`config.mk`:
```
export PLATFORM = sky130hd
export DESIGN_NAME = dps_power_state_regs
export DESIGN_NICKNAME = d
export VERILOG_FILES = /design/src/rtl/dps_pkg.sv /design/src/rtl/dps_power_state_regs.sv
export SDC_FILE = /design/constraint.sdc
export NUM_CORES = 1
export LEC_CHECK = 0
export ABC_AREA = 1
export BUFFER_PORTS_ARGS = -buffer_cell sky130_fd_sc_hd__buf_2
export CAP_MARGIN = 20
export CORE_ASPECT_RATIO = 1.25
export CORE_MARGIN = 2
export CORE_UTILIZATION = 30
export CTS_CLUSTER_DIAMETER = 40
export DETAILED_ROUTE_END_ITERATION = 7
export PLACE_DENSITY = 0.57
export SLEW_MARGIN = 20
export SYNTH_ARGS = -nofsm -noshare
export SYNTH_HDL_FRONTEND = slang
export SYNTH_SLANG_ARGS = --single-unit
```
`constraint.sdc`:
```
create_clock -name clk_sys -period 5.46 [get_ports clk_sys]
set_input_delay 0.546 -clock clk_sys [delete_from_list [all_inputs] [get_ports clk_sys]]
set_output_delay 0.546 -clock clk_sys [all_outputs]
set_load 0.05 [all_outputs]
```
`src/rtl/dps_pkg.sv`:
```
/*
 * dps_pkg: constants, state encoding and carrier structs for the drive power
 * state register bank. Assumes nothing beyond a SystemVerilog compiler.
 */
package dps_pkg;

	// object indices of the register bank
	localparam logic [15:0] IDX_SERIAL_NUMBER = 16'h4040;
	localparam logic [15:0] IDX_DEVICE_ID     = 16'h4041;
	localparam logic [15:0] IDX_LAST_ERROR    = 16'h603f;
	localparam logic [15:0] IDX_COMMAND       = 16'h6040;
	localparam logic [15:0] IDX_REPORT        = 16'h6041;
	localparam logic [15:0] IDX_VEL_SETPOINT  = 16'h6042;
	localparam logic [15:0] IDX_VEL_COMMAND   = 16'h6043;

	// reset values
	localparam logic [15:0] RST_COMMAND      = 16'h0000;
	localparam logic [15:0] RST_REPORT       = 16'h0000;
	localparam logic [15:0] RST_LAST_ERROR   = 16'h0000;
	localparam logic [15:0] RST_VEL_SETPOINT = 16'h00c8;
	localparam logic [15:0] RST_VEL_COMMAND  = 16'h0000;

	// command word bit positions
	localparam int CMD_SWITCH_ON  = 0;
	localparam int CMD_VOLTAGE    = 1;
	localparam int CMD_FAST_STOP  = 2;
	localparam int CMD_OP_ENABLE  = 3;
	localparam int CMD_MODE_LO    = 4;
	localparam int CMD_MODE_HI    = 6;
	localparam int CMD_FAULT_CLR  = 7;
	localparam int CMD_HALT       = 8;
	localparam int CMD_MODE_EXTRA = 9;

	// report word bit positions
	localparam int REP_FAULT      = 3;
	localparam int REP_VOLTAGE    = 4;
	localparam int REP_FAST_STOP  = 5;
	localparam int REP_DISABLED   = 6;
	localparam int REP_WARNING    = 7;
	localparam int REP_SYNC       = 8;
	localparam int REP_REMOTE     = 9;
	localparam int REP_TARGET     = 10;
	localparam int REP_LIMIT      = 11;
	localparam int REP_MODE_LO    = 12;
	localparam int REP_MODE_HI    = 13;
	localparam int REP_CLOSED     = 15;

	// operating mode codes for which halt is honoured
	localparam logic [7:0] MODE_PROFILE_POS = 8'h01;
	localparam logic [7:0] MODE_VELOCITY    = 8'h02;
	localparam logic [7:0] MODE_PROFILE_VEL = 8'h03;
	localparam logic [7:0] MODE_PROFILE_TRQ = 8'h04;
	localparam logic [7:0] MODE_INTERP_POS  = 8'h07;

	typedef enum logic [2:0] {
		ST_NOT_READY   = 3'b000,
		ST_DISABLED    = 3'b001,
		ST_READY       = 3'b010,
		ST_SWITCHED_ON = 3'b011,
		ST_ENABLED     = 3'b100,
		ST_QUICK_STOP  = 3'b101,
		ST_FAULT_REACT = 3'b110,
		ST_FAULT       = 3'b111
	} dps_state_t;

	// object access request from the fieldbus side
	typedef struct packed {
		logic [15:0] index;
		logic        wr;
		logic        rd;
		logic [15:0] wdata;
	} dps_req_t;

	// drive-side status inputs
	typedef struct packed {
		logic        fault_detect;
		logic        fault_clearable;
		logic        fault_react_done;
		logic        voltage_present;
		logic        warning;
		logic        target_reached;
		logic        closed_loop;
		logic [1:0]  mode_status;
		logic [7:0]  op_mode;
		logic [15:0] vel_min_amount;
		logic [15:0] vel_max_amount;
	} dps_drive_t;

	typedef struct packed {
		dps_state_t  state;
		logic [15:0] command;
		logic [15:0] report;
		logic [15:0] last_error;
		logic [15:0] vel_setpoint;
		logic [15:0] vel_command;
		logic [2:0]  sync_pipe;
		logic        sync_ok;
		logic        halt;
		logic [3:0]  mode_bits;
		logic [15:0] rdata;
		logic        ack;
		logic        err;
	} dps_regs_t;

endpackage

```
`src/rtl/dps_power_state_regs.sv`:
```
/*
 * dps_power_state_regs: command/report word bank with the drive power state
 * machine, last error code and velocity setpoint/command objects.
 * Assumes the fieldbus stack presents one object access per strobe on
 * clk_sys, and that drive-side status inputs come from logic on clk_sys;
 * only the fieldbus sync indication arrives from outside and is synchronised.
 */
`timescale 1ns/10ps

// Function
// 16-bit read/write command word, reset to zero, steering the power state machine
// command bit 0 set requests the switched-on state
// command bit 1 set requests the voltage-enable transition
// command bit 2 cleared (active low) sends the machine to quick stop from operation enabled, and to disabled from ready or switched on
// command bit 3 set requests the operation-enabled state
// command bit 7 clears a pending fault only when the fault permits it
// command bit 8 halts motion only in five listed operating modes
// command bits 4-6, 9 and report bits 12-13 are mode dependent
// 16-bit read-only report word, reset zero, shows state and flags
// report bits 0,1,2 show ready, switched on, operation enabled
// report bit 5 reads zero while quick stop is active
// report bit 6 reads one in the switched-on-disabled state
// report bit 8 reads one while synchronised with the fieldbus
// report bit 9, remote, always reads one
// report bit 15 reads one only when enabled with closed loop active
// report bits 6, 5, 3..0 encode the eight states as tabled
// 16-bit read-only last error register, reset zero
// last error equals low sixteen bits of newest error history entry
// signed 16-bit setpoint register, reset 00c8, velocity-mode target
// signed 16-bit read-only command actually given to the controller
// read-only device identifier and serial number objects
// setpoint outside min/max amount is clamped and report bit 11 set
// state moves only between adjacent states, evaluated on each command write; not-ready exit, fault entry and fault reaction exit need no write
module dps_power_state_regs #(
	parameter int          WORD_W    = 16,
	parameter logic [15:0] SERIAL_ID = 16'h0001, // arbitrary value
	parameter logic [15:0] DEVICE_ID = 16'h0002  // arbitrary value
) (
	// clock, reset, enable
	input  wire logic                clk_sys,
	input  wire logic                resetn,
	input  wire logic                clk_en,
	// object access
	input  wire dps_pkg::dps_req_t   od_req,
	output logic [15:0]              od_rdata,
	output logic                     od_ack,
	output logic                     od_err,
	// drive side
	input  wire dps_pkg::dps_drive_t drive,
	input  wire logic                sync_pin,
	input  wire logic                err_push,
	input  wire logic [31:0]         err_newest,
	// to the controller
	output dps_pkg::dps_state_t      power_state,
	output logic                     halt,
	output logic [3:0]               mode_bits,
	output logic [15:0]              vel_command
);

	if (WORD_W != 16) begin : g_width_check
		$error("dps_power_state_regs serves 16-bit words only");
	end

	dps_pkg::dps_regs_t r;
	dps_pkg::dps_regs_t next_r;

	logic        cmd_wr;
	logic [15:0] cmd;
	logic        halt_mode;
	logic [16:0] sp_mag;
	logic [16:0] cl_mag;
	logic [16:0] min_mag;
	logic [16:0] max_mag;
	logic [16:0] cl_signed;
	logic        clamp;
	logic        mapped;
	logic        writable;

	always_comb begin
		next_r = r;
		cmd_wr = od_req.wr && (od_req.index == dps_pkg::IDX_COMMAND);
		cmd = cmd_wr ? od_req.wdata : r.command;
		mapped = 1'b0;
		writable = 1'b0;
		next_r.ack = 1'b0;
		next_r.err = 1'b0;

		// sync indication: count a change once stages two and three agree
		next_r.sync_pipe = {r.sync_pipe[1:0], sync_pin};
		if (r.sync_pipe[1] == r.sync_pipe[2]) begin
			next_r.sync_ok = r.sync_pipe[2];
		end

		// register writes
		if (cmd_wr) begin
			next_r.command = od_req.wdata;
		end
		if (od_req.wr && od_req.index == dps_pkg::IDX_VEL_SETPOINT) begin
			next_r.vel_setpoint = od_req.wdata;
		end
		if (err_push) begin
			next_r.last_error = err_newest[15:0]; // see
		end

		// state machine, stepped on command writes except automatic moves
		case (r.state)
			dps_pkg::ST_NOT_READY: begin
				next_r.state = dps_pkg::ST_DISABLED;
			end
			dps_pkg::ST_DISABLED: begin
				// shutdown: voltage and fast-stop set, switch-on clear
				if (cmd_wr && cmd[dps_pkg::CMD_VOLTAGE] && cmd[dps_pkg::CMD_FAST_STOP]
						&& !cmd[dps_pkg::CMD_SWITCH_ON]) begin
					next_r.state = dps_pkg::ST_READY; // see
				end
			end
			dps_pkg::ST_READY: begin
				if (cmd_wr) begin
					if (!cmd[dps_pkg::CMD_VOLTAGE] || !cmd[dps_pkg::CMD_FAST_STOP]) begin
						next_r.state = dps_pkg::ST_DISABLED;
					end else if (cmd[dps_pkg::CMD_SWITCH_ON]) begin
						next_r.state = dps_pkg::ST_SWITCHED_ON; // see
					end
				end
			end
			dps_pkg::ST_SWITCHED_ON: begin
				if (cmd_wr) begin
					if (!cmd[dps_pkg::CMD_VOLTAGE] || !cmd[dps_pkg::CMD_FAST_STOP]) begin
						next_r.state = dps_pkg::ST_DISABLED;
					end else if (!cmd[dps_pkg::CMD_SWITCH_ON]) begin
						next_r.state = dps_pkg::ST_READY;
					end else if (cmd[dps_pkg::CMD_OP_ENABLE]) begin
						next_r.state = dps_pkg::ST_ENABLED; // see
					end
				end
			end
			dps_pkg::ST_ENABLED: begin
				if (cmd_wr) begin
					if (!cmd[dps_pkg::CMD_VOLTAGE]) begin
						next_r.state = dps_pkg::ST_DISABLED;
					end else if (!cmd[dps_pkg::CMD_FAST_STOP]) begin
						next_r.state = dps_pkg::ST_QUICK_STOP;
					end else if (!cmd[dps_pkg::CMD_SWITCH_ON]) begin
						next_r.state = dps_pkg::ST_READY;
					end else if (!cmd[dps_pkg::CMD_OP_ENABLE]) begin
						next_r.state = dps_pkg::ST_SWITCHED_ON;
					end
				end
			end
			dps_pkg::ST_QUICK_STOP: begin
				// leaving quick stop only via voltage disable or a detected fault
				if (cmd_wr && !cmd[dps_pkg::CMD_VOLTAGE]) begin
					next_r.state = dps_pkg::ST_DISABLED;
				end
			end
			dps_pkg::ST_FAULT_REACT: begin
				if (drive.fault_react_done) begin
					next_r.state = dps_pkg::ST_FAULT;
				end
			end
			dps_pkg::ST_FAULT: begin
				// rising edge of the clear bit, and the fault must allow it
				if (cmd_wr && cmd[dps_pkg::CMD_FAULT_CLR] && !r.command[dps_pkg::CMD_FAULT_CLR]
						&& drive.fault_clearable && !drive.fault_detect) begin
					next_r.state = dps_pkg::ST_DISABLED;
				end
			end
			default: begin
				next_r.state = dps_pkg::ST_NOT_READY;
			end
		endcase

		// a fault overrides any command in the same cycle
		if (drive.fault_detect && r.state != dps_pkg::ST_FAULT
				&& r.state != dps_pkg::ST_FAULT_REACT) begin
			next_r.state = dps_pkg::ST_FAULT_REACT;
		end

		// halt honoured only in the listed modes
		halt_mode = (drive.op_mode == dps_pkg::MODE_PROFILE_POS)
			|| (drive.op_mode == dps_pkg::MODE_VELOCITY)
			|| (drive.op_mode == dps_pkg::MODE_PROFILE_VEL)
			|| (drive.op_mode == dps_pkg::MODE_PROFILE_TRQ)
			|| (drive.op_mode == dps_pkg::MODE_INTERP_POS);
		next_r.halt = next_r.command[dps_pkg::CMD_HALT] && halt_mode;
		next_r.mode_bits = {next_r.command[dps_pkg::CMD_MODE_EXTRA],
			next_r.command[dps_pkg::CMD_MODE_HI:dps_pkg::CMD_MODE_LO]};

		// clamp the setpoint magnitude; min above 32767 wraps, user must keep it sane
		sp_mag = next_r.vel_setpoint[15] ? (17'h0_0000 - {1'b1, next_r.vel_setpoint})
			: {1'b0, next_r.vel_setpoint};
		min_mag = {1'b0, drive.vel_min_amount};
		max_mag = {1'b0, drive.vel_max_amount};
		clamp = 1'b0;
		cl_mag = sp_mag;
		if (sp_mag < min_mag) begin
			cl_mag = min_mag;
			clamp = 1'b1;
		end else if (sp_mag > max_mag) begin
			cl_mag = max_mag;
			clamp = 1'b1;
		end
		cl_signed = next_r.vel_setpoint[15] ? (17'h0_0000 - cl_mag) : cl_mag;
		if (next_r.state == dps_pkg::ST_ENABLED && drive.op_mode == dps_pkg::MODE_VELOCITY
				&& !next_r.halt) begin
			next_r.vel_command = cl_signed[15:0];
		end else begin
			next_r.vel_command = dps_pkg::RST_VEL_COMMAND;
		end

		// report word follows the state being entered
		next_r.report = 16'h0000;
		case (next_r.state)
			dps_pkg::ST_NOT_READY:   next_r.report[6:0] = 7'b000_0000;
			dps_pkg::ST_DISABLED:    next_r.report[6:0] = 7'b100_0000;
			dps_pkg::ST_READY:       next_r.report[6:0] = 7'b010_0001;
			dps_pkg::ST_SWITCHED_ON: next_r.report[6:0] = 7'b010_0011;
			dps_pkg::ST_ENABLED:     next_r.report[6:0] = 7'b010_0111;
			dps_pkg::ST_QUICK_STOP:  next_r.report[6:0] = 7'b000_0111;
			dps_pkg::ST_FAULT_REACT: next_r.report[6:0] = 7'b000_1111;
			dps_pkg::ST_FAULT:       next_r.report[6:0] = 7'b000_1000;
			default:                 next_r.report[6:0] = 7'b000_0000;
		endcase
		next_r.report[dps_pkg::REP_VOLTAGE] = drive.voltage_present;
		next_r.report[dps_pkg::REP_WARNING] = drive.warning;
		next_r.report[dps_pkg::REP_SYNC] = next_r.sync_ok;
		next_r.report[dps_pkg::REP_REMOTE] = 1'b1;
		next_r.report[dps_pkg::REP_TARGET] = drive.target_reached;
		next_r.report[dps_pkg::REP_LIMIT] = clamp;
		next_r.report[dps_pkg::REP_MODE_HI:dps_pkg::REP_MODE_LO] = drive.mode_status;
		next_r.report[dps_pkg::REP_CLOSED] = (next_r.state == dps_pkg::ST_ENABLED)
			&& drive.closed_loop;

		// object read and access answer
		case (od_req.index)
			dps_pkg::IDX_SERIAL_NUMBER: begin
				next_r.rdata = SERIAL_ID;
				mapped = 1'b1;
			end
			dps_pkg::IDX_DEVICE_ID: begin
				next_r.rdata = DEVICE_ID;
				mapped = 1'b1;
			end
			dps_pkg::IDX_LAST_ERROR: begin
				next_r.rdata = r.last_error;
				mapped = 1'b1;
			end
			dps_pkg::IDX_COMMAND: begin
				next_r.rdata = r.command;
				mapped = 1'b1;
				writable = 1'b1;
			end
			dps_pkg::IDX_REPORT: begin
				next_r.rdata = r.report;
				mapped = 1'b1;
			end
			dps_pkg::IDX_VEL_SETPOINT: begin
				next_r.rdata = r.vel_setpoint;
				mapped = 1'b1;
				writable = 1'b1;
			end
			dps_pkg::IDX_VEL_COMMAND: begin
				next_r.rdata = r.vel_command;
				mapped = 1'b1;
			end
			default: begin
				next_r.rdata = 16'h0000;
			end
		endcase
		if (!od_req.rd) begin
			next_r.rdata = r.rdata;
		end
		if (od_req.rd || od_req.wr) begin
			next_r.ack = 1'b1;
			next_r.err = !mapped || (od_req.wr && !writable);
		end
	end

	always_ff @(posedge clk_sys) begin
		if (!resetn) begin
			r.state <= dps_pkg::ST_NOT_READY;
			r.command <= dps_pkg::RST_COMMAND;
			r.report <= dps_pkg::RST_REPORT;
			r.last_error <= dps_pkg::RST_LAST_ERROR;
			r.vel_setpoint <= dps_pkg::RST_VEL_SETPOINT;
			r.vel_command <= dps_pkg::RST_VEL_COMMAND;
			r.sync_pipe <= 3'h0;
			r.sync_ok <= 1'b0;
			r.halt <= 1'b0;
			r.mode_bits <= 4'h0;
			r.rdata <= 16'h0000;
			r.ack <= 1'b0;
			r.err <= 1'b0;
		end else if (clk_en) begin
			r <= next_r;
		end
	end

	assign od_rdata = r.rdata;
	assign od_ack = r.ack;
	assign od_err = r.err;
	assign power_state = r.state;
	assign halt = r.halt;
	assign mode_bits = r.mode_bits;
	assign vel_command = r.vel_command;
endmodule

```
After elaboration in Yosys (flattened, before gate mapping)
Memories as Yosys holds them, arrays and structs flattened. A register that Yosys moved wholly into a read port is not among the register bits.
Cells that the tools add are included.

storage, ports and cells
  register bits = 109
  latch bits = 0
  bits in writable memories = 0
  bits in read-only memories = 48
  output and inout bits = 42
  word-level logic and storage cells = 113
  memories kept = 1

operators by class
  add/subtract/negate cells = 2
  $mul = 0
  divide/modulo/power cells = 0
  order comparisons = 2
  eq/ne operators = 23
  shift-type cells = 0
  muxes and demuxes = 32
  bitwise operators = 0
  reductions and logical operators = 39

memories
  name              words  width  rd ports  clocked after Yosys merged registers in  wr ports  line                         text
  (name not given)  8      6      1         1                                        0         dps_power_state_regs.sv:213  case (next_r.state)

operators with widths
  cell                     count
  $eq A16 B15 Y1 const B   7
  $pmux W16 S7             1
  $mux W16                 5
  $mux W3                  17
  $pmux W3 S8              1
  $gt A17 B16 Y1           1
  $logic_and A1 B1 Y1      17
  $lt A17 B16 Y1           1
  $mux W17                 1
  $sub A1 B17 Y17 const A  1
  $eq A8 B2 Y1 const B     2
  $eq A8 B3 Y1 const B     2
  $sub A1 B16 Y16 const A  1
  $eq A3 B3 Y1 const B     5
  $mux W10                 1
  $logic_not A1 Y1         9
  $eq A8 B1 Y1 const B     1
  $logic_or A1 B1 Y1       7
  $reduce_or A7 Y1         1
  $eq A3 B2 Y1 const B     2
  $ne A3 B3 Y1 const B     2
  $reduce_and A2 Y1        3
  $mux W1                  5
  $eq A3 B1 Y1 const B     1
  4 further kinds          4

Logic depth before layout (Yosys ltp)
Gate-level depths: netlist of the first run.

  depth after elaboration = 14
  mapped depth = 39

Worst setup path after synthesis of the first run
Ideal clock, no wire load.

  path type = input-to-reg
  from = input od_req[23] (netlist name)
  to = register vel_command[12] (netlist name)
  arrival = 4,389 ps
  required time = 5,328 ps
  slack = 939 ps
  stages on the path = 32
  path buffers = 2
  path through = nor2_2 -> nand3_4 -> nor2_4 -> buf_6 -> nand4_1 -> nand2_2 -> ha_1 -> nand3_1 -> nor2_1 -> nand2_1 -> nand2_1 -> nand3_1 -> nand2_1 -> inv_1 -> ha_1 -> nand4_1 -> nor3_1 -> nand4_1 -> nand3_1 -> nand2_1 -> inv_1 -> clkbuf_1 -> o211ai_1 -> o21ai_1 -> ha_1 -> nand3_2 -> nor2_4 -> nand3_2 -> nand2_2 -> nand3_1 -> nand3_1 -> a21oi_1

between the ends
  word-level cells in the longest chain between the ends = 14
  elaborated cells between the ends (all ways) = 49
  those cells by class = add/sub: 2; order compare: 2; eq/ne: 3; mux: 24; reduce/logical: 18

ends and longest elaborated chain
  item                                                                      line                         text
  start, declared                                                           dps_power_state_regs.sv:44   input wire dps_pkg::dps_req_t od_req,
  parallel branches: the longest is 13 deep, another holds $sub A1 B17 Y17  n/a
  $mux W16 *                                                                dps_power_state_regs.sv:204  if (next_r.state == dps_pkg::ST_ENABLED && drive.op_mode == dps_pkg::MODE_VELOCITY

Mark *: on every way between the ends.
A chain may end at the register's enable or synchronous reset.

Worst setup path in the final report of the first run
  from = input od_req[33] (netlist name)
  to = register vel_command[13] (netlist name)

between the ends
  word-level cells in the longest chain between the ends = 14
  elaborated cells between the ends (all ways) = 49
  those cells by class = add/sub: 2; order compare: 2; eq/ne: 3; mux: 24; reduce/logical: 18

ends and longest elaborated chain
  item                                                                      line
  parallel branches: the longest is 13 deep, another holds $sub A1 B17 Y17  n/a
  $mux W16 *                                                                dps_power_state_regs.sv:204

Marks and branches as above.

==> flow_metrics.env, run 1 <==
export IMPL_cts_h_tree_lvls=3
export IMPL_grt_setup_unrepaired="no"
export IMPL_hold_class="input port to register"
export IMPL_globalRouteTotalUtil=0.175
export IMPL_finalSetupViolations=0
export IMPL_avg_wl_per_cell_um=14.6
export IMPL_worstPathRequired_ns=5.75
export IMPL_finalSetupTns_ns=0
export IMPL_io_buffers=145
export IMPL_tightest_pin_transition_ns=0.744
export IMPL_area_growth_pct=13.5
export IMPL_postSynthNetCount=1364
export IMPL_core_area_sq_um=25200
export IMPL_synth_area_sq_um=7680
export IMPL_cpMaxStageDelayCell="sky130_fd_sc_hd__buf_4"
export IMPL_dieWidth_um=147
export IMPL_detail_route_drc_violations=0
export IMPL_endpoint_kind="register"
export IMPL_tritoncts_num_buffers=9
export IMPL_synth_seq_cells=104
export IMPL_p_leak_nw=4.26
export IMPL_dp_hpwl_um=19200
export IMPL_layout_drive_gt1_share=0.197
export IMPL_yosysTopAreaCellShare=0.271
export IMPL_final_net_count=1445
export IMPL_yosys_most_used_dff="sky130_fd_sc_hd__dfxtp_1"
export IMPL_cts_resized=0
export IMPL_post_route_util=0.346
export IMPL_clock_latency_ns=0.36
export IMPL_drtIter0Drc=425
export IMPL_critPathTopFamily="simple AND/OR/NAND/NOR gates"
export IMPL_multi_input_comb_area_sq_um=4400
export IMPL_fin_total_pwr_mw=1.93
export IMPL_drt_pre_antenna_iters=5
export IMPL_timing_max_transition_violations_final=0
export IMPL_setup_slack_ns=0.574
export IMPL_cts_tree="done"
export IMPL_detail_route_antenna_nets=0
export IMPL_area_of_the_die_sq_um=26900
export IMPL_synth_cell_types=46
export IMPL_cts_hold_buf=0
export IMPL_crit_top_cell="sky130_fd_sc_hd__nand2_1"
export IMPL_fmax_mhz=205
export IMPL_cts_max_path_buffers=2
export IMPL_grt_max_degree=61
export IMPL_most_area_consuming_cells_after_synthesis="sky130_fd_sc_hd__dfxtp_1, sky130_fd_sc_hd__nand2_1, sky130_fd_sc_hd__inv_1, sky130_fd_sc_hd__o21ai_0, sky130_fd_sc_hd__ha_1"
export IMPL_start_kind="input port"
export IMPL_initial_core_util=0.305
export IMPL_post_route_min_period_ns=4.89
export IMPL_global_route_overflow_total=0
export IMPL_power_density_nw_per_um2=221
export IMPL_period_share=0.895
export IMPL_post_cts_setup_buffers=0
export IMPL_totalWireLength_um=23900
export IMPL_cts_root_buffer_cell="sky130_fd_sc_hd__clkbuf_16"
export IMPL_clock_sink_count=104
export IMPL_fin_cells=1631
export IMPL_grt_pass1_wl_um=37500
export IMPL_die_y_um=183
export IMPL_synth_area_leader_cell="sky130_fd_sc_hd__dfxtp_1"
export IMPL_ys_warnings_count=0
export IMPL_edff_count_synth=0
export IMPL_ff_latch_area_sq_um=2080
export IMPL_viasPerCell=4.73
export IMPL_grt_antenna_before_repair=0
export IMPL_clk_transition_reported_paths_ns=0.08
export IMPL_placementRows=65
export IMPL_final_hold_viol_count=0
export IMPL_boundaryPins=162
export IMPL_dp_worst_slack_ns=0.210
export IMPL_antenna_cells=0
export IMPL_timing_critical_path_fanout_max=22
export IMPL_worst_path_buf_inv=5
export IMPL_nFillCells=2867
export IMPL_worst_clock_skew_ns=0.0107
export IMPL_synth_seq_area_share=0.271
export IMPL_vias=7715
export IMPL_max_vdd_ir_drop_mv=0.147
export IMPL_grt_pass1_vias=7006
export IMPL_syn_avg_cell_area_sq_um=6.34
export IMPL_synthesis_instances=1210
export IMPL_numPlacedInstances=1615
export IMPL_synthArstFlopShare=0
export IMPL_max_cap_violations=0
export IMPL_status="complete, no violations"
export IMPL_timing_worst_setup_path_type="input port to register"
export IMPL_relSlewSlack=0.501
export IMPL_crit_path_max_incr_delay_ns=0.33
export IMPL_place_congestion=0.844
export IMPL_cp_data_arrival_time_ns=5.18
==> power by group <==
part | total [mW] | switching [mW] | internal, mW
registers | 0.803 | 0.0167 | 0.786
clock network | 0.671 | 0.309 | 0.362
logic | 0.452 | 0.299 | 0.154
==> synthesized netlist by cell type (3+ instances only) <==
cell / instances
sky130_fd_sc_hd__nand2_1: 287
sky130_fd_sc_hd__inv_1: 161
sky130_fd_sc_hd__nor2_1: 109
sky130_fd_sc_hd__dfxtp_1: 104
sky130_fd_sc_hd__o21ai_0: 89
sky130_fd_sc_hd__a21oi_1: 83
sky130_fd_sc_hd__nand3_1: 81
sky130_fd_sc_hd__buf_4: 43
sky130_fd_sc_hd__clkbuf_1: 35
sky130_fd_sc_hd__ha_1: 34
sky130_fd_sc_hd__nand4_1: 32
sky130_fd_sc_hd__nand2_2: 24
sky130_fd_sc_hd__a211oi_1: 13
sky130_fd_sc_hd__inv_2: 11
sky130_fd_sc_hd__nor2_2: 8
sky130_fd_sc_hd__o21ai_2: 8
sky130_fd_sc_hd__o211ai_1: 7
sky130_fd_sc_hd__buf_6: 6
sky130_fd_sc_hd__nand3_2: 6
sky130_fd_sc_hd__nor2_4: 6
sky130_fd_sc_hd__o31ai_1: 6
sky130_fd_sc_hd__a31oi_1: 5
sky130_fd_sc_hd__buf_2: 5
sky130_fd_sc_hd__nor4_1: 5
sky130_fd_sc_hd__o21ai_1: 5
sky130_fd_sc_hd__nor3_1: 4
sky130_fd_sc_hd__a22o_1: 3
sky130_fd_sc_hd__buf_1: 3
sky130_fd_sc_hd__nand3_4: 3
==> routing by layer <==
| metal | routed length [um] | global-route usage | up-vias |
|---|---|---|---|
| met4 | 453 | 0.0488 | 0 |
| met2 | 11200 | 0.298 | 226 |
| met5 | 0 | 0 | - |
| met1 | 11000 | 0.235 | 3404 |
| met3 | 1220 | 0.0201 | 23 |
| li1 | - | - | 4062 |
==> layout by cell type, fill, tap and decap left out, types with 7 or more instances in the layout <==
| master | count |
|---|---|
| sky130_fd_sc_hd__ha_1 | 34 |
| sky130_fd_sc_hd__o211ai_1 | 7 |
| sky130_fd_sc_hd__buf_2 | 145 |
| sky130_fd_sc_hd__dfxtp_1 | 104 |
| sky130_fd_sc_hd__o21ai_0 | 89 |
| sky130_fd_sc_hd__o21ai_2 | 8 |
| sky130_fd_sc_hd__nor2_2 | 8 |
| sky130_fd_sc_hd__nand2_2 | 24 |
| sky130_fd_sc_hd__clkbuf_16 | 9 |
| sky130_fd_sc_hd__inv_2 | 12 |
| sky130_fd_sc_hd__nand2_1 | 287 |
| sky130_fd_sc_hd__a21oi_1 | 83 |
| sky130_fd_sc_hd__nand3_1 | 81 |
| sky130_fd_sc_hd__nand4_1 | 32 |
| sky130_fd_sc_hd__nor2_1 | 109 |
| sky130_fd_sc_hd__inv_1 | 160 |
| sky130_fd_sc_hd__a211oi_1 | 13 |
| sky130_fd_sc_hd__buf_4 | 16 |
==> per-stage QoR <==
| step | hold slack, ns | area, sq um |
|---|---|---|
| floorplan | 0.429 | 7680 |
| global placement | 0.438 | 8410 |
| detailed placement | 0.446 | 8410 |
| CTS | 0.410 | 8710 |
| global route | 0.433 | 8710 |
| finish | 0.413 | 8710 |
==> area by class of cell <==
cell class	count	share of cell area
Multi-Input combinational cell	842	0.505
Sequential cell	104	0.239
Timing Repair Buffer	162	0.0994
Inverter	172	0.0741
Tap cell	335	0.0481
Clock buffer	9	0.0258
Clock inverter	7	0.00905
==> cells by family (layout without fill, tap and decap cells) <==
kind of cell,after synthesis,count (layout),synth area share
buffers and inverters,264,350,0.157
adders and majority gates,34,34,0.0554
xor gates and xnor gates,3,3,0.00342
AOI/OAI and AO/OA,229,229,0.170
DFF,104,104,0.271
and+or+nand+nor,576,576,0.343
==> worst min-delay path, stage by stage <==
cell                     delay [ns]
sky130_fd_sc_hd__buf_2         0.07
sky130_fd_sc_hd__nor2_1        0.03
sky130_fd_sc_hd__nor2_1        0.08
==> registers in the layout, indices dropped and copies added, names as in the netlist <==
| name | flops |
|---|---|
| r | 64 |
| od_rdata | 16 |
| vel_command | 16 |
| power_state | 3 |
| next_r | 2 |
| halt | 1 |
| od_ack | 1 |
| od_err | 1 |
==> worst paths after layout <==
path	startpoint	endpoint	slack, ns	depth (start not counted)
max	od_req[33]	vel_command[13]	0.57	33
min	drive[43]	r[85]	0.41	3
max reg2reg	r[43]	vel_command[13]	1.14	30
min reg2reg	r[84]	r[84]	0.45	2
(Power assumes the default switching activity.)
==> run 2, diff against run 1 <==
--- a/config.mk
+++ b/config.mk
@@ -10,10 +10,10 @@
 export CAP_MARGIN = 20
 export CORE_ASPECT_RATIO = 1.25
 export CORE_MARGIN = 2
-export CORE_UTILIZATION = 30
+export CORE_UTILIZATION = 35
 export CTS_CLUSTER_DIAMETER = 40
 export DETAILED_ROUTE_END_ITERATION = 7
-export PLACE_DENSITY = 0.57
+export PLACE_DENSITY = 0.63
 export SLEW_MARGIN = 20
 export SYNTH_ARGS = -nofsm -noshare
 export SYNTH_HDL_FRONTEND = slang
==> flow_metrics.env, run 2 (synthesized netlist as in run 1, its figures left out) <==
export IMPL_boundaryPins=162
export IMPL_grt_pass1_wl_um=36800
export IMPL_core_area_sq_um=21500
export IMPL_placementRows=60
export IMPL_max_cap_violations=0
export IMPL_top_register="r"
export IMPL_timing_max_transition_violations_final=0
export IMPL_crit_path_max_incr_delay_ns=0.30
export IMPL_largest_register_ffs=64
export IMPL_area_growth_pct=12.6
export IMPL_endpoint_kind="register"
export IMPL_final_hold_viol_count=0
export IMPL_globalRouteTotalUtil=0.200
export IMPL_timing_critical_path_fanout_max=13
export IMPL_grt_antenna_before_repair=0
export IMPL_cts_max_path_buffers=2
export IMPL_initial_core_util=0.356
export IMPL_timing_reg2reg_worst_path_depth=30
export IMPL_finalSetupViolations=0
export IMPL_worstPathRequired_ns=5.75
export IMPL_p_leak_nw=4.26
export IMPL_fmax_mhz=207
export IMPL_viasPerCell=4.97
export IMPL_avg_wl_per_cell_um=14.7
export IMPL_multi_input_comb_area_sq_um=4400
export IMPL_power_density_nw_per_um2=222
export IMPL_drtIter0Drc=559
export IMPL_commonest_cells_after_routing_fill_and_taps_aside="sky130_fd_sc_hd__nand2_1, sky130_fd_sc_hd__inv_1, sky130_fd_sc_hd__buf_2"
export IMPL_tritoncts_num_buffers=9
export IMPL_clock_sink_count=104
export IMPL_dieWidth_um=136
export IMPL_layout_drive_gt1_share=0.197
export IMPL_grt_max_degree=72
export IMPL_grt_pass1_vias=7185
export IMPL_detail_route_antenna_nets=0
export IMPL_relSlewSlack=0.458
export IMPL_die_y_um=170
export IMPL_detail_route_drc_violations=0
export IMPL_grt_setup_unrepaired="no"
export IMPL_fin_total_pwr_mw=1.92
export IMPL_hold_class="input port to register"
export IMPL_worst_clock_skew_ns=0.00953
export IMPL_period_share=0.883
export IMPL_nFillCells=2345
export IMPL_cp_data_arrival_time_ns=5.11
export IMPL_totalWireLength_um=23200
export IMPL_status="complete, no violations"
export IMPL_min_delay_path_depth=3
export IMPL_clock_latency_ns=0.36
export IMPL_final_common_cell="sky130_fd_sc_hd__nand2_1"
export IMPL_cts_h_tree_lvls=3
export IMPL_cts_root_buffer_cell="sky130_fd_sc_hd__clkbuf_16"
export IMPL_cts_resized=0
export IMPL_post_route_min_period_ns=4.82
export IMPL_tightest_pin_transition_ns=0.813
export IMPL_post_cts_setup_buffers=0
export IMPL_crit_top_cell="sky130_fd_sc_hd__nand2_1"
export IMPL_dp_hpwl_um=18400
export IMPL_place_congestion=0.872
export IMPL_start_kind="input port"
export IMPL_timing_worst_setup_path_type="input port to register"
export IMPL_global_route_overflow_total=0
export IMPL_finalSetupTns_ns=0
export IMPL_area_of_the_die_sq_um=23100
export IMPL_cpMaxStageDelayCell="sky130_fd_sc_hd__ha_1"
export IMPL_max_vdd_ir_drop_mv=0.161
export IMPL_setup_reg_to_reg_worst_slack_ns=1.21
export IMPL_vias=7821
export IMPL_critical_path_reg2reg_startpoint="r[43]"
export IMPL_cts_hold_buf=0
export IMPL_worst_r2r_endpoint="vel_command[13]"
export IMPL_ff_latch_area_sq_um=2080
export IMPL_worst_hold_path_endpoint="r[87]"
export IMPL_antenna_cells=0
export IMPL_io_buffers=145
export IMPL_final_net_count=1445
export IMPL_cts_tree="done"
export IMPL_drt_pre_antenna_iters=5
export IMPL_clk_transition_reported_paths_ns=0.08
export IMPL_hold_path_startpoint="drive[40]"
## run 2: changes by cell type in the layout (fill, tap and decap cells not counted)
cell,before,now
sky130_fd_sc_hd__clkinv_2,1,0
sky130_fd_sc_hd__clkinv_4,0,3
sky130_fd_sc_hd__inv_6,2,1
sky130_fd_sc_hd__inv_8,1,0
## run 2: layout make-up
type,instances,area share
Clock inverter,7,0.00926
Timing Repair Buffer,162,0.100
Inverter,172,0.0747
Tap cell,279,0.0404
Sequential cell,104,0.241
Multi-Input combinational cell,842,0.509
Clock buffer,9,0.0260
## run 2: critical path: cells and delay by family
family	cells	cell delay, ns
buf+inv	4	0.49
simple gates	24	2.74
compound gates	5	0.80
fa+ha+maj	2	0.56
## run 2: routing by layer
metal,vias up,GRT usage,part of all wire
li1,4045,-,-
met1,3558,0.258,0.46
met2,192,0.352,0.49
met3,26,0.0179,0.039
met4,0,0.0580,0.017
met5,-,0,0
## run 2: worst max path at each step
| stage | start | endpoint | slack (ns) | cells past startpoint |
|---|---|---|---|---|
| floorplan | od_req[23] | vel_command[12] | 0.94 | 32 |
| global placement | od_req[23] | vel_command[13] | 0.34 | 35 |
| detailed placement | od_req[33] | vel_command[13] | 0.24 | 35 |
| CTS | od_req[23] | vel_command[13] | 0.62 | 35 |
| global route | od_req[29] | vel_command[13] | 0.06 | 35 |
| finish | od_req[33] | vel_command[13] | 0.64 | 35 |
## run 2: through the flow
stage	util	instances	cell area, sq um	setup slack, ns	hold WS, ns
after CTS	0.401	1575	8650	0.617	0.426
after global placement	0.387	1559	8340	0.345	0.438
after detailed placement	0.387	1559	8340	0.243	0.454
final	0.401	1575	8650	0.638	0.424
after global routing	0.401	1575	8650	0.0587	0.425
after floorplan	-	1210	7680	0.939	0.429
## run 2: report_power, final
group	switching, mW	internal, mW
sequential	0.0159	0.786
clock	0.306	0.360
combinational	0.299	0.155
